## config.mk

```make
export PLATFORM = sky130hd
export DESIGN_NAME = qsc_status_top
export DESIGN_NICKNAME = d
export VERILOG_FILES = /design/src/rtl/qsc_pkg.sv /design/src/rtl/qsc_status_top.sv
export SDC_FILE = /design/constraint.sdc
export NUM_CORES = 1
export LEC_CHECK = 0
export ABC_AREA = 1
export BUFFER_PORTS_ARGS = -buffer_cell sky130_fd_sc_hd__buf_2
export CELL_PAD_IN_SITES_DETAIL_PLACEMENT = 0
export CELL_PAD_IN_SITES_GLOBAL_PLACEMENT = 1
export CORE_MARGIN = 10
export CORE_UTILIZATION = 40
export DETAILED_ROUTE_END_ITERATION = 6
export GPL_ROUTABILITY_DRIVEN = 0
export PLACE_DENSITY = 0.75
export SLEW_MARGIN = 20
export SYNTH_ARGS = -nofsm -noshare
export SYNTH_HDL_FRONTEND = slang
export SYNTH_SLANG_ARGS = --single-unit
```

## constraint.sdc

```tcl
create_clock -name clock -period 4.4 [get_ports clock]
set_input_delay 0.66 -clock clock [delete_from_list [all_inputs] [get_ports clock]]
set_output_delay 0.66 -clock clock [all_outputs]
set_load 0.02 [all_outputs]
```

## src/rtl/qsc_pkg.sv

```systemverilog
// constants, types and register map shared by the channel status block
package qsc_pkg;

   // channel count and fifo geometry
   localparam int NCH            = 4;
   localparam int LVL_W          = 8;
   localparam int FIFO_DEPTH_DEF = 128;

   // apb address layout: paddr[7] global, paddr[6:5] channel
   localparam int PADDR_W    = 8;
   localparam int GLB_BIT    = 7;
   localparam int CH_LSB     = 5;
   localparam int CH_MSB     = 6;
   localparam int OFS_MSB    = 4;

   // per-channel register offsets
   localparam logic [4:0] OFS_FIFO_CTL = 5'h00;
   localparam logic [4:0] OFS_FEAT_CTL = 5'h04;
   localparam logic [4:0] OFS_ENH_MODE = 5'h08;
   localparam logic [4:0] OFS_LINE_ST  = 5'h0c;
   localparam logic [4:0] OFS_TRIG     = 5'h10;
   localparam logic [4:0] OFS_DIVISOR  = 5'h14;
   localparam logic [4:0] OFS_WORD_LEN = 5'h18;

   // global register offsets (channel field ignored)
   localparam logic [4:0] OFS_IRQ_STAT = 5'h00;
   localparam logic [4:0] OFS_IRQ_MASK = 5'h04;

   // field positions
   localparam int FCR_FIFO_EN   = 0;
   localparam int FCR_BLOCK     = 3;
   localparam int FEATURE_CTL_REG_TX_EMPTY = 3;
   localparam int ENH_MODE_SELECT_REG_RX_XFER  = 2;
   localparam int ENH_MODE_SELECT_REG_TX_XFER  = 3;
   localparam int LSR_THR_EMPTY = 5;
   localparam int LSR_TX_EMPTY  = 6;
   localparam int TRG_TX_LSB    = 0;
   localparam int TRG_RX_LSB    = 8;

   // interrupt status layout: [3:0] rx ready, [7:4] timeout, [11:8] tc
   localparam int IRQ_W      = 12;
   localparam int IRQ_RX_LSB = 0;
   localparam int IRQ_TO_LSB = 4;
   localparam int IRQ_TC_LSB = 8;

   // reset values
   localparam logic [7:0]  CTL_RST  = 8'h00;
   localparam logic [15:0] TRG_RST  = 16'h0101;
   localparam logic [15:0] DIV_RST  = 16'h0001;
   localparam logic [1:0]  WLEN_RST = 2'h3;
   localparam logic [IRQ_W-1:0] IRQ_RST = 12'h000;

   // receive timeout timing, in bit times
   localparam int SAMPLES_PER_BIT = 16;
   localparam int TMO_CHARS       = 4;
   localparam int TMO_EXTRA_BITS  = 12;
   localparam int CHAR_BASE_BITS  = 7;
   localparam int TMO_W           = 6;

   typedef logic [LVL_W-1:0] qsc_lvl_t;

   // per-channel view of the fifo and transmitter datapath
   typedef struct packed {
      qsc_lvl_t tx_level;
      qsc_lvl_t rx_level;
      logic     tsr_empty;
      logic     rx_push;
      logic     rx_pop;
   } qsc_chan_in_t;

   // block-transfer receive-ready state
   typedef enum logic {
      RDY_IDLE = 1'b0,
      RDY_HELD = 1'b1
   } qsc_rdy_state_t;

endpackage : qsc_pkg

```

## src/rtl/qsc_status_top.sv

```systemverilog
// per-channel status outputs of a quad uart with apb register access
//
// Overview of operation
// - fifo off: tx interrupt follows holding or transmitter
// - fifo on, bit clear: high below trigger or empty
// - fifo on: low at or above trigger; bit set uses tx-empty
// - rx interrupt: byte held, or at or above trigger
// - normal mode: rx ready low while data held
// - normal mode: tx ready low when holding empty
// - block mode: tx ready low unless fifo full
// - block mode: rx ready falls at trigger or timeout
// - block mode: rx ready held low until empty
// - transfer requests enabled only by mode bits 2,3
// - requests, acknowledge, qualifier and terminal count coordinate
// - fifo on, block bit clear: single-character signalling
// - line status bits 5,6 report tx room, empty
// - one clock feeds every channel baud divider
// - bus transfers complete without baud clock activity
// - timeout after four characters plus twelve bits
module qsc_status_top #(
   parameter int FIFO_DEPTH = qsc_pkg::FIFO_DEPTH_DEF
) (
   input  wire logic                                   clock,
   input  wire logic                                   rst_n,
   input  wire logic                                   psel,
   input  wire logic                                   penable,
   input  wire logic                                   pwrite,
   input  wire logic [qsc_pkg::PADDR_W-1:0]            paddr,
   input  wire logic [31:0]                            pwdata,
   output logic      [31:0]                            prdata,
   output logic                                        pready,
   output logic                                        pslverr,
   input  wire qsc_pkg::qsc_chan_in_t [qsc_pkg::NCH-1:0] chan_in,
   input  wire logic [qsc_pkg::NCH-1:0]                transfer_acknowledge,
   input  wire logic                                   address_enable_qual,
   input  wire logic                                   transfer_terminal_count,
   output logic      [qsc_pkg::NCH-1:0]                tx_int_out,
   output logic      [qsc_pkg::NCH-1:0]                rx_int_out,
   output logic      [qsc_pkg::NCH-1:0]                tx_ready_out_n,
   output logic      [qsc_pkg::NCH-1:0]                rx_ready_out_n,
   output logic      [qsc_pkg::NCH-1:0]                tx_transfer_request,
   output logic      [qsc_pkg::NCH-1:0]                rx_transfer_request,
   output logic                                        irq
);
   import qsc_pkg::*;

   // mapped-address check, shared by the write path and the error answer
   function automatic logic addr_ok(input logic [PADDR_W-1:0] a);
      logic [4:0] o;
      o = a[OFS_MSB:0];
      if (a[GLB_BIT])
         addr_ok = (o == OFS_IRQ_STAT) || (o == OFS_IRQ_MASK);
      else
         addr_ok = (o == OFS_FIFO_CTL) || (o == OFS_FEAT_CTL) ||
                   (o == OFS_ENH_MODE) || (o == OFS_LINE_ST)  ||
                   (o == OFS_TRIG)     || (o == OFS_DIVISOR)  ||
                   (o == OFS_WORD_LEN);
   endfunction : addr_ok

   // software registers, one set per channel, plus the global interrupt status and mask
   logic [7:0]       fifo_ctl_reg        [NCH];
   logic [7:0]       feature_ctl_reg     [NCH];
   logic [7:0]       enh_mode_select_reg [NCH];
   logic [15:0]      trig_reg            [NCH];
   logic [15:0]      divisor_reg         [NCH];
   logic [1:0]       word_len_reg        [NCH];
   logic [IRQ_W-1:0] irq_stat_reg;
   logic [IRQ_W-1:0] irq_mask_reg;
   logic [7:0]       line_status_reg     [NCH];

   // apb slave state
   logic        pready_reg;
   logic        pslverr_reg;
   logic [31:0] prdata_reg;

   // channel status state
   logic [15:0]          div_cnt_reg  [NCH];
   logic [3:0]           samp_cnt_reg [NCH];
   logic [TMO_W-1:0]     bit_cnt_reg  [NCH];
   logic [NCH-1:0]       tmo_reg;
   logic [NCH-1:0]       tc_hold_reg;
   qsc_rdy_state_t       rdy_state_reg  [NCH];
   qsc_rdy_state_t       rdy_state_next [NCH];

   // output flops and their next values
   logic [NCH-1:0] tx_int_reg,  tx_int_next;
   logic [NCH-1:0] rx_int_reg,  rx_int_next;
   logic [NCH-1:0] tx_rdy_reg,  tx_rdy_next;
   logic [NCH-1:0] rx_rdy_reg,  rx_rdy_next;
   logic [NCH-1:0] tx_req_reg,  tx_req_next;
   logic [NCH-1:0] rx_req_reg,  rx_req_next;
   logic           irq_reg;

   // per-channel events for the interrupt status
   logic [NCH-1:0] ev_rx;
   logic [NCH-1:0] ev_tmo;
   logic [NCH-1:0] ev_tc;

   // apb decode; no baud tick gates any of it, answer is one wait-free
   // access phase after setup
   wire logic       setup   = psel & ~penable;
   wire logic       access  = psel & penable & pready_reg;
   wire logic       glb     = paddr[GLB_BIT];
   wire logic [4:0] ofs     = paddr[OFS_MSB:0];
   wire logic [1:0] ch      = paddr[CH_MSB:CH_LSB];
   wire logic       hit     = addr_ok(paddr);
   wire logic       wr_go   = access & pwrite & hit;
   wire logic       stat_rd = access & ~pwrite & glb &
                              (ofs == OFS_IRQ_STAT);

   // read data selection, computed in setup and held through access
   wire logic [31:0] rd_ch =
      (ofs == OFS_FIFO_CTL) ? 32'(fifo_ctl_reg[ch]) :
      (ofs == OFS_FEAT_CTL) ? 32'(feature_ctl_reg[ch]) :
      (ofs == OFS_ENH_MODE) ? 32'(enh_mode_select_reg[ch]) :
      (ofs == OFS_LINE_ST)  ? 32'(line_status_reg[ch]) :
      (ofs == OFS_TRIG)     ? 32'(trig_reg[ch]) :
      (ofs == OFS_DIVISOR)  ? 32'(divisor_reg[ch]) :
      (ofs == OFS_WORD_LEN) ? 32'(word_len_reg[ch]) :
                              32'h00000000;
   wire logic [31:0] rd_glb =
      (ofs == OFS_IRQ_STAT) ? 32'(irq_stat_reg) :
      (ofs == OFS_IRQ_MASK) ? 32'(irq_mask_reg) :
                              32'h00000000;
   wire logic [31:0] rd_word = ~hit ? 32'h00000000 :
                               glb  ? rd_glb : rd_ch;

   // apb answer flops; unmapped addresses answer with pslverr
   always_ff @(posedge clock or negedge rst_n) begin
      if (!rst_n) begin
         pready_reg  <= 1'b0;
         pslverr_reg <= 1'b0;
         prdata_reg  <= 32'h00000000;
      end else begin
         pready_reg  <= setup;
         pslverr_reg <= setup & ~hit;
         if (setup) prdata_reg <= rd_word;
      end
   end

   assign pready  = pready_reg;
   assign pslverr = pslverr_reg;
   assign prdata  = prdata_reg;

   // interrupt status: a read clears only the bits it reported, so an
   // event landing between setup and access is not lost
   wire logic [IRQ_W-1:0] ev_all  = {ev_tc, ev_tmo, ev_rx};
   wire logic [IRQ_W-1:0] clr_all = {IRQ_W{stat_rd}} &
                                    prdata_reg[IRQ_W-1:0];
   wire logic [IRQ_W-1:0] stat_next = (irq_stat_reg & ~clr_all) | ev_all;
   wire logic             mask_wr   = wr_go & glb & (ofs == OFS_IRQ_MASK);

   always_ff @(posedge clock or negedge rst_n) begin
      if (!rst_n) begin
         irq_stat_reg <= IRQ_RST;
         irq_mask_reg <= IRQ_RST;
         irq_reg      <= 1'b0;
      end else begin
         irq_stat_reg <= stat_next;
         if (mask_wr) irq_mask_reg <= pwdata[IRQ_W-1:0];
         irq_reg <= |(stat_next & irq_mask_reg);
      end
   end

   assign irq = irq_reg;

   // each channel is a full copy with only its own levels and settings
   for (genvar g = 0; g < NCH; g++) begin : g_ch
      wire logic wr_ch = wr_go & ~glb & (ch == 2'(g));

      // software writes to this channel
      always_ff @(posedge clock or negedge rst_n) begin
         if (!rst_n) begin
            fifo_ctl_reg[g]        <= CTL_RST;
            feature_ctl_reg[g]     <= CTL_RST;
            enh_mode_select_reg[g] <= CTL_RST;
            trig_reg[g]            <= TRG_RST;
            divisor_reg[g]         <= DIV_RST;
            word_len_reg[g]        <= WLEN_RST;
         end else if (wr_ch) begin
            if (ofs == OFS_FIFO_CTL) fifo_ctl_reg[g] <= pwdata[7:0];
            if (ofs == OFS_FEAT_CTL) feature_ctl_reg[g] <= pwdata[7:0];
            if (ofs == OFS_ENH_MODE) enh_mode_select_reg[g] <= pwdata[7:0];
            if (ofs == OFS_TRIG)     trig_reg[g] <= pwdata[15:0];
            if (ofs == OFS_DIVISOR)  divisor_reg[g] <= pwdata[15:0];
            if (ofs == OFS_WORD_LEN) word_len_reg[g] <= pwdata[1:0];
         end
      end

      // mode and level decode
      wire logic     fifo_en  = fifo_ctl_reg[g][FCR_FIFO_EN];
      wire logic     blk_bit  = fifo_ctl_reg[g][FCR_BLOCK];
      wire logic     blk_mode = fifo_en & blk_bit;
      wire logic     tx_sel   = feature_ctl_reg[g][FEATURE_CTL_REG_TX_EMPTY];
      wire qsc_lvl_t tx_lvl   = chan_in[g].tx_level;
      wire qsc_lvl_t rx_lvl   = chan_in[g].rx_level;
      wire qsc_lvl_t tx_trg   = trig_reg[g][TRG_TX_LSB +: LVL_W];
      wire qsc_lvl_t rx_trg   = trig_reg[g][TRG_RX_LSB +: LVL_W];
      wire logic     thr_mt   = (tx_lvl == '0);
      wire logic     tx_mt    = thr_mt & chan_in[g].tsr_empty;
      wire logic     tx_full  = (tx_lvl >= LVL_W'(FIFO_DEPTH));
      wire logic     tx_below = (tx_lvl < tx_trg);
      wire logic     rx_have  = (rx_lvl != '0);
      wire logic     rx_at    = (rx_lvl >= rx_trg);

      // line status: room in transmitter and fully empty
      assign line_status_reg[g] =
         8'(({7'h00, thr_mt} << LSR_THR_EMPTY) |
            ({7'h00, tx_mt}  << LSR_TX_EMPTY));

      // baud divider per channel, all on the one shared clock
      wire logic [15:0] div_m1 = (divisor_reg[g] == 16'h0000) ? 16'h0000 :
                                 divisor_reg[g] - 16'h0001;
      wire logic samp_tick = (div_cnt_reg[g] >= div_m1);
      wire logic bit_tick  = samp_tick &
         (samp_cnt_reg[g] == 4'(SAMPLES_PER_BIT - 1));

      // timeout limit: four character lengths plus twelve bit times
      wire logic [TMO_W-1:0] tmo_lim = TMO_W'(TMO_CHARS *
         (CHAR_BASE_BITS + int'(word_len_reg[g])) + TMO_EXTRA_BITS);
      wire logic restart = chan_in[g].rx_push | chan_in[g].rx_pop |
                           ~rx_have;
      wire logic tmo_hit = ~restart & (bit_cnt_reg[g] == tmo_lim);
      assign ev_tmo[g]   = tmo_hit & ~tmo_reg[g];

      // timeout counters; traffic or an empty fifo restarts the wait
      always_ff @(posedge clock or negedge rst_n) begin
         if (!rst_n) begin
            div_cnt_reg[g]  <= 16'h0000;
            samp_cnt_reg[g] <= 4'h0;
            bit_cnt_reg[g]  <= '0;
            tmo_reg[g]      <= 1'b0;
         end else begin
            div_cnt_reg[g]  <= samp_tick ? 16'h0000 :
                               div_cnt_reg[g] + 16'h0001;
            if (samp_tick) samp_cnt_reg[g] <= samp_cnt_reg[g] + 4'h1;
            if (restart)
               bit_cnt_reg[g] <= '0;
            else if (bit_tick && bit_cnt_reg[g] != tmo_lim)
               bit_cnt_reg[g] <= bit_cnt_reg[g] + 1'b1;
            tmo_reg[g] <= restart ? 1'b0 : (tmo_reg[g] | tmo_hit);
         end
      end

      wire logic tmo_now = tmo_reg[g] | tmo_hit;

      // transmit interrupt level
      assign tx_int_next[g] =
         ~fifo_en ? (tx_sel ? tx_mt : thr_mt) :
         tx_sel   ? (tx_below | tx_mt) :
                    (tx_below | thr_mt);

      // receive interrupt level; without block mode the timeout also
      // raises it so a short tail is not stranded
      assign rx_int_next[g] =
         ~fifo_en ? rx_have :
         blk_bit  ? rx_at : (rx_at | tmo_now);

      // block-mode receive-ready hold
      always_comb begin
         rdy_state_next[g] = RDY_IDLE;
         if (blk_mode) begin
            unique case (rdy_state_reg[g])
               RDY_IDLE: begin
                  if (rx_at || tmo_now)
                     rdy_state_next[g] = RDY_HELD;
               end
               RDY_HELD: begin
                  if (!rx_have)
                     rdy_state_next[g] = RDY_IDLE;
                  else
                     rdy_state_next[g] = RDY_HELD;
               end
            endcase
         end
      end

      always_ff @(posedge clock or negedge rst_n) begin
         if (!rst_n) rdy_state_reg[g] <= RDY_IDLE;
         else        rdy_state_reg[g] <= rdy_state_next[g];
      end

      // ready pins: per character unless block mode
      assign rx_rdy_next[g] = blk_mode ?
         (rdy_state_next[g] == RDY_IDLE) :
         ~rx_have;
      assign tx_rdy_next[g] = blk_mode ? tx_full :
                              ~thr_mt;
      assign ev_rx[g] = rx_rdy_reg[g] & ~rx_rdy_next[g];

      // transfer handshake: an acknowledge counts only with the
      // qualifier; terminal count parks requests until the channel
      // goes idle, so the controller is not asked past its block end
      wire logic ack_q  = transfer_acknowledge[g] &
                          address_enable_qual;
      wire logic tc_now = ack_q & transfer_terminal_count;
      wire logic idle   = rx_rdy_next[g] & tx_rdy_next[g];
      assign ev_tc[g]   = tc_now;

      always_ff @(posedge clock or negedge rst_n) begin
         if (!rst_n)      tc_hold_reg[g] <= 1'b0;
         else if (tc_now) tc_hold_reg[g] <= 1'b1;
         else if (idle)   tc_hold_reg[g] <= 1'b0;
      end

      wire logic park = tc_hold_reg[g] | tc_now;
      assign rx_req_next[g] = enh_mode_select_reg[g][ENH_MODE_SELECT_REG_RX_XFER] &
                              ~rx_rdy_next[g] & ~park;
      assign tx_req_next[g] = enh_mode_select_reg[g][ENH_MODE_SELECT_REG_TX_XFER] &
                              ~tx_rdy_next[g] & ~park;
   end

   // every pin leaves from a flop, one cycle behind its cause
   always_ff @(posedge clock or negedge rst_n) begin
      if (!rst_n) begin
         tx_int_reg <= '0;
         rx_int_reg <= '0;
         tx_rdy_reg <= '1;
         rx_rdy_reg <= '1;
         tx_req_reg <= '0;
         rx_req_reg <= '0;
      end else begin
         tx_int_reg <= tx_int_next;
         rx_int_reg <= rx_int_next;
         tx_rdy_reg <= tx_rdy_next;
         rx_rdy_reg <= rx_rdy_next;
         tx_req_reg <= tx_req_next;
         rx_req_reg <= rx_req_next;
      end
   end

   assign tx_int_out          = tx_int_reg;
   assign rx_int_out          = rx_int_reg;
   assign tx_ready_out_n      = tx_rdy_reg;
   assign rx_ready_out_n      = rx_rdy_reg;
   assign tx_transfer_request = tx_req_reg;
   assign rx_transfer_request = rx_req_reg;

endmodule : qsc_status_top

```

# == After elaboration in Yosys (flattened, before gate mapping) ==
# Cells that the tools add are included.
# op_classes
n_addsub,24
reduce_logical,61
n_lt_le_gt_ge,17
eq_ne,21
n_bitwise,146
n_mux,105
# ops
operator,n
16-bit two-way mux,20
1-bit bitwise AND,68
"16-bit by 1-bit adder with 16-bit output, second input constant",4
16-bit binary-select mux with 2-bit select,2
8-bit binary-select mux with 2-bit select,4
16-bit greater-or-equal comparator,4
16-bit logical NOT,4
8-bit two-way mux,8
"16-bit by 1-bit subtractor with 16-bit output, second input constant",4
1-bit two-way mux,53
6-bit two-way mux,8
2-bit AND reduction,24
1-bit NOT,40
12-bit bitwise AND,3
8-bit greater-or-equal comparator,4
"8-bit greater-or-equal comparator, second input constant",4
8-bit logical NOT,4
8-bit < comparator,4
8-bit nonzero test,4
1-bit bitwise OR,28
6-bit by 7-bit bitwise OR with 7-bit output,4
"6-bit by 1-bit adder with 6-bit output, second input constant",4
"6-bit by 4-bit adder with 6-bit output, second input constant",4
6-bit == test,4
other kinds (23),64
# word_totals
regBits,431
word_cells,434

# == Longest topological paths before layout ==
# logic_depth
ltp_word,17
mapped_depth,22
ltp_nobuf,22

# == Worst setup path before layout ==
# Ideal clock, no wire load.
# synth_timing
path_type,flip-flop to flip-flop
startpoint,register divisor_reg[50] in the netlist's numbering
endpoint,register div_cnt_reg[58] in the netlist's numbering
path_stages_with_launch,19
required_time_ns,4.268
arrival_ns,3.152
slack_ns,1.116
n_path_buf,2
period_less_slack_ns,3.284
setup_time_ns,0.132
path_cell_list,dfrtp_1 nor2_1 nand2_1 nor2_1 nand2_1 nor3_1 nand2_1 nor3_1 inv_1 o31ai_1 nand3_1 ha_1 nand3_1 nor3_1 nand3_1 nand3_1 clkbuf_1 clkbuf_1 nor2_1
# synth_between
elab_chain_len,4
word_cells_on_any_way,5
# synth_rtl
element,line,text
from (decl),qsc_status_top.sv:65,logic [15:0] divisor_reg [NCH];
"from (signal, indexed assignment)",qsc_status_top.sv:185,if (ofs == OFS_DIVISOR) divisor_reg[g] <= pwdata[15:0];
16-bit by 1-bit subtractor with 16-bit output or 16-bit logical NOT (tied branches),"qsc_status_top.sv:213, qsc_status_top.sv:212",
16-bit two-way mux (*),qsc_status_top.sv:212,wire logic [15:0] div_m1 = (divisor_reg[g] == 16'h0000) ? 16'h0000 :
16-bit greater-or-equal comparator (*),qsc_status_top.sv:214,wire logic samp_tick = (div_cnt_reg[g] >= div_m1);
16-bit two-way mux (*),qsc_status_top.sv:234,div_cnt_reg[g] <= samp_tick ? 16'h0000 :
"to (signal, indexed assignment)",qsc_status_top.sv:234,
to (decl),qsc_status_top.sv:77,logic [15:0] div_cnt_reg [NCH];
# Every way passes the cells marked *; elsewhere a longest branch is shown, timed or not.
# A chain may end at the register's enable or synchronous reset.

# == Worst setup path after layout ==
# layout_timing
startpoint,register divisor_reg[50] in the netlist's numbering
endpoint,register samp_cnt_reg[13] in the netlist's numbering
# layout_between
elab_chain_len,3
word_cells_on_any_way,4
# layout_rtl
element,line,text
16-bit by 1-bit subtractor with 16-bit output or 16-bit logical NOT (tied branches),"qsc_status_top.sv:213, qsc_status_top.sv:212",
16-bit two-way mux (*),qsc_status_top.sv:212,
16-bit greater-or-equal comparator (*),qsc_status_top.sv:214,
"to (signal, indexed assignment)",qsc_status_top.sv:236,if (samp_tick) samp_cnt_reg[g] <= samp_cnt_reg[g] + 4'h1;
to (decl),qsc_status_top.sv:78,logic [3:0] samp_cnt_reg [NCH];
# Marks and branches as above.

==> key figures <==
Run status
  • Status: finished clean

Global routing
  • First-pass GRT wire length: 118,000 um
  • Largest net degree at the start of global routing: 141
  • Gr usage total: 21.5%
  • Gr ovfl total: 0
  • Vias in the first global route: 20,080
  • Initial antenna violation count: 3

Yosys
  • Area contributors post-synth: dfrtp_1 (41%), nand2_1 (11%), ha_1 (8.2%)
  • Synth warn: 0
  • Sequential area share after synthesis: 44.3%
  • Post-synth top area cell: dfrtp_1
  • EDFF count, synth: 0
  • Post-synthesis cell type count: 56
  • Top FF cell, synth: dfrtp_1
  • Syn Inst Count: 2,976
  • Synth top area share: 41.2%
  • Register bit total from synthesis: 415
  • Post-Syn Area: 23,500 um2
  • Synthesized area per cell: 7.91 um2
  • Post-synth ARST share: 100%

CTS
  • Clock sinks: 415
  • Root Driver: clkbuf_16
  • CTS clock-pin slew for the worst setup and hold paths: 0.06 ns
  • Clock buffer depth: 3
  • Insertion delay to the later sink of the worst-skew pair: 0.61 ns
  • H-tree levels: 2
  • CTS tree: built
  • Num CTS Buffers: 49

Final layout
  • Multi-input gate area: 11,300 um2
  • FILL cells: 5,731
  • Layout cells sized above 1: 10.5%
  • P&R area growth vs syn: 13.7%
  • Register area: 10,400 um2
  • Layout Cell Area excl Fill: 26,700 um2
  • Fin nets: 3,393

Floorplanning
  • Die W: 263 um
  • Die area: 68,900 um2
  • Die height: 263 um
  • Initial core utilization: 40.6%
  • I/O Pins: 186
  • Core Region: 57,900 um2
  • Rows: 88

Power
  • Sw Share: 26.3%
  • Leak: 12.4 nW
  • Sequential share of power: 43.9%
  • Max VDD drop: 263 uV
  • Clock power share: 46.5%
  • Comb power frac: 9.6%
  • Power per cell area: 340 nW/um2
  • Switching component of the power: 2.39 mW
  • Internal Power: 6.72 mW

Timing
  • Slew @ Worst Pin: 1.11 ns
  • Fmax achieved: 0.256 GHz
  • Period minus WS final: 3.90 ns
  • RSZ-0062 raised after global routing: false
  • Pins Over Slew Limit: 0
  • Worst Skew: 0.0180 ns
  • Rel. slew slack: 25.5%
  • Endpoints failing hold: 0
  • Setup TNS: 0 ns
  • Fin crit share: 88.7%
  • Final setup viols: 0

Job
  • Max Cap Viol: 0

Routing
  • Drt first pass iters: 6
  • Number of DRC markers after the initial detailed-route iteration: 1,785
  • Vias/cell: 5.36
  • Via Count: 21,005
  • Post-route ant nets: 0
  • DRC Markers: 0
  • Avg WL per Cell: 19.5 um
  • Final WL: 76,500 um

Setup path
  • Crit path max fanout: 10
  • Startpoint Class: flip-flop
  • Reg2reg setup slack: 0.50 ns
  • Setup Crit Path Kind: flip-flop to flip-flop
  • Req. time, crit path: 4.88 ns
  • Reg2reg start: divisor_reg[50]
  • R2R depth: 17
  • Worst Path Arrival: 4.39 ns
  • CP Capture Type: flip-flop
  • R2r endpoint: samp_cnt_reg[13]

Min path
  • Worst Hold Endpoint: irq_stat_reg[10]
  • Worst hold path type: primary input to flip-flop
  • Worst hold start: transfer_acknowledge[2]
  • Hold Path Stages: 3

Place
  • Hpwl dp: 57,100 um
  • Placed cell area: 25,100 um2
  • # port buffers: 153
synth_stat cells (3+ instances only):
| cell | number |
|---|---|
| or2_2 | 17 |
| buf_2 | 31 |
| mux2i_1 | 4 |
| ha_1 | 154 |
| a21oi_1 | 101 |
| nor2_1 | 247 |
| o2111ai_1 | 4 |
| dfstp_2 | 28 |
| xor2_1 | 38 |
| nor3b_1 | 28 |
| o21ai_0 | 341 |
| nand4_1 | 28 |
| nor4_1 | 19 |
| inv_1 | 348 |
| nand3_1 | 132 |
| o221ai_1 | 12 |
| a31o_2 | 3 |
| and3_1 | 5 |
| nand2_1 | 696 |
| buf_4 | 16 |
| o31ai_1 | 14 |
| clkbuf_1 | 67 |
| dfrtp_1 | 387 |
| a21o_1 | 3 |
| mux2_2 | 4 |
| o211ai_1 | 11 |
| o21a_1 | 6 |
| o21ai_1 | 17 |
| xnor2_1 | 16 |
| nand3b_1 | 3 |
| nor2_2 | 5 |
| a22oi_1 | 4 |
| nor3_1 | 67 |
| o22ai_1 | 89 |
timing repair:
item / in CTS / in global routing
hold endpoints to repair: 32 / 0
endpoints found under the setup margin: 0 / 7
hold buffers: 1 / 0
resized for setup: 0 / 2
setup buffers: 0 / 0
cell usage in the layout, fill, tap and decap left out, types with 5 or more instances in the layout:
cell type	n
o31ai_1	14
xnor2_1	16
o221ai_1	12
dfrtp_1	387
nor2_1	247
bufinv_16	5
o21ai_0	341
o21ai_1	17
nand2_1	693
inv_1	347
dfstp_2	28
buf_2	152
and3_1	5
ha_1	154
nor3b_1	28
nand3_1	131
nand4_1	28
or2_2	17
clkinv_2	9
o22ai_1	89
o211ai_1	11
clkbuf_1	15
buf_4	28
conb_1	16
o21a_1	6
clkbuf_8	8
a21oi_1	101
nor4_1	19
xor2_1	38
clkbuf_16	49
nor3_1	66
nor2_2	5
layout make-up:
cell class	count	area share, %
tap	765	3.58
sequential	415	39.0
antenna	1	0.00936
timing repair buffer	185	3.95
inverter	351	4.93
multi-input combinational	2110	42.4
clock inverter	18	1.01
clock buffer	72	5.21
worst max-delay path by stage:
stage                                  end            start  slack [ns]
after global routing       bit_cnt_reg[20]  divisor_reg[50]        0.02
after floorplan            div_cnt_reg[58]  divisor_reg[50]        1.12
after detailed placement   bit_cnt_reg[19]  divisor_reg[50]        0.38
after global placement     bit_cnt_reg[21]  divisor_reg[50]        0.56
after CTS                  bit_cnt_reg[20]  divisor_reg[50]        0.37
final                     samp_cnt_reg[13]  divisor_reg[50]        0.50
stage by stage:
step / cells / total power, mW / util (%) / hold WS (ns) / worst slack (ns)
CTS: 3916 / 9.18 / 46.2 / 0.298 / 0.371
floorplan: 2991 / 4.54 / - / 0.364 / 1.12
global route: 3916 / 9.44 / 46.2 / 0.346 / 0.0243
detailed placement: 3825 / 4.94 / 43.3 / 0.459 / 0.379
finish: 3917 / 9.11 / 46.2 / 0.325 / 0.496
global placement: 3825 / 4.89 / 43.3 / 0.453 / 0.557
layer usage:
layer,vias up,GRT usage [%],wire length (um)
li1,10157,-,-
met1,10044,30.2,35200
met2,702,32.5,33500
met3,100,5.10,6110
met4,2,5.55,1720
met5,-,0,7
power by group through the flow:
stage / registers (mW) / clock network [mW] / logic [mW]
after floorplan: 4.05 / 0 / 0.490
after global placement: 4.05 / 0 / 0.840
after detailed placement: 4.06 / 0 / 0.878
after CTS: 4.00 / 4.31 / 0.881
after global routing: 4.01 / 4.46 / 0.975
final: 4.00 / 4.23 / 0.877
worst max-delay path, cell delays in order, from the launching register on:
cell and delay, ns:
dfrtp_1 0.45, nor2_1 0.18, nand2_1 0.07, nor2_1 0.13
nand2_1 0.09, nor3_1 0.28, nand2_1 0.16, nor3_2 0.24
inv_1 0.11, o31ai_1 0.27, nand3_1 0.13, ha_1 0.32
nand3_1 0.11, nor3_1 0.24, nand3_1 0.11, nand3_1 0.30
buf_4 0.24, mux2_2 0.34
kinds of logic after synthesis:
kind of cell / after synthesis / share of synthesized area, %
simple gates: 1254 / 22.5
compound gates: 624 / 14.7
buf+inv: 466 / 7.86
flops: 415 / 44.3
fa+ha+maj: 154 / 8.19
xor+xnor: 54 / 2.01
mux: 8 / 0.362
other cells: 1 / 0.0159
Note: power is estimated with default switching activity, not from simulation.
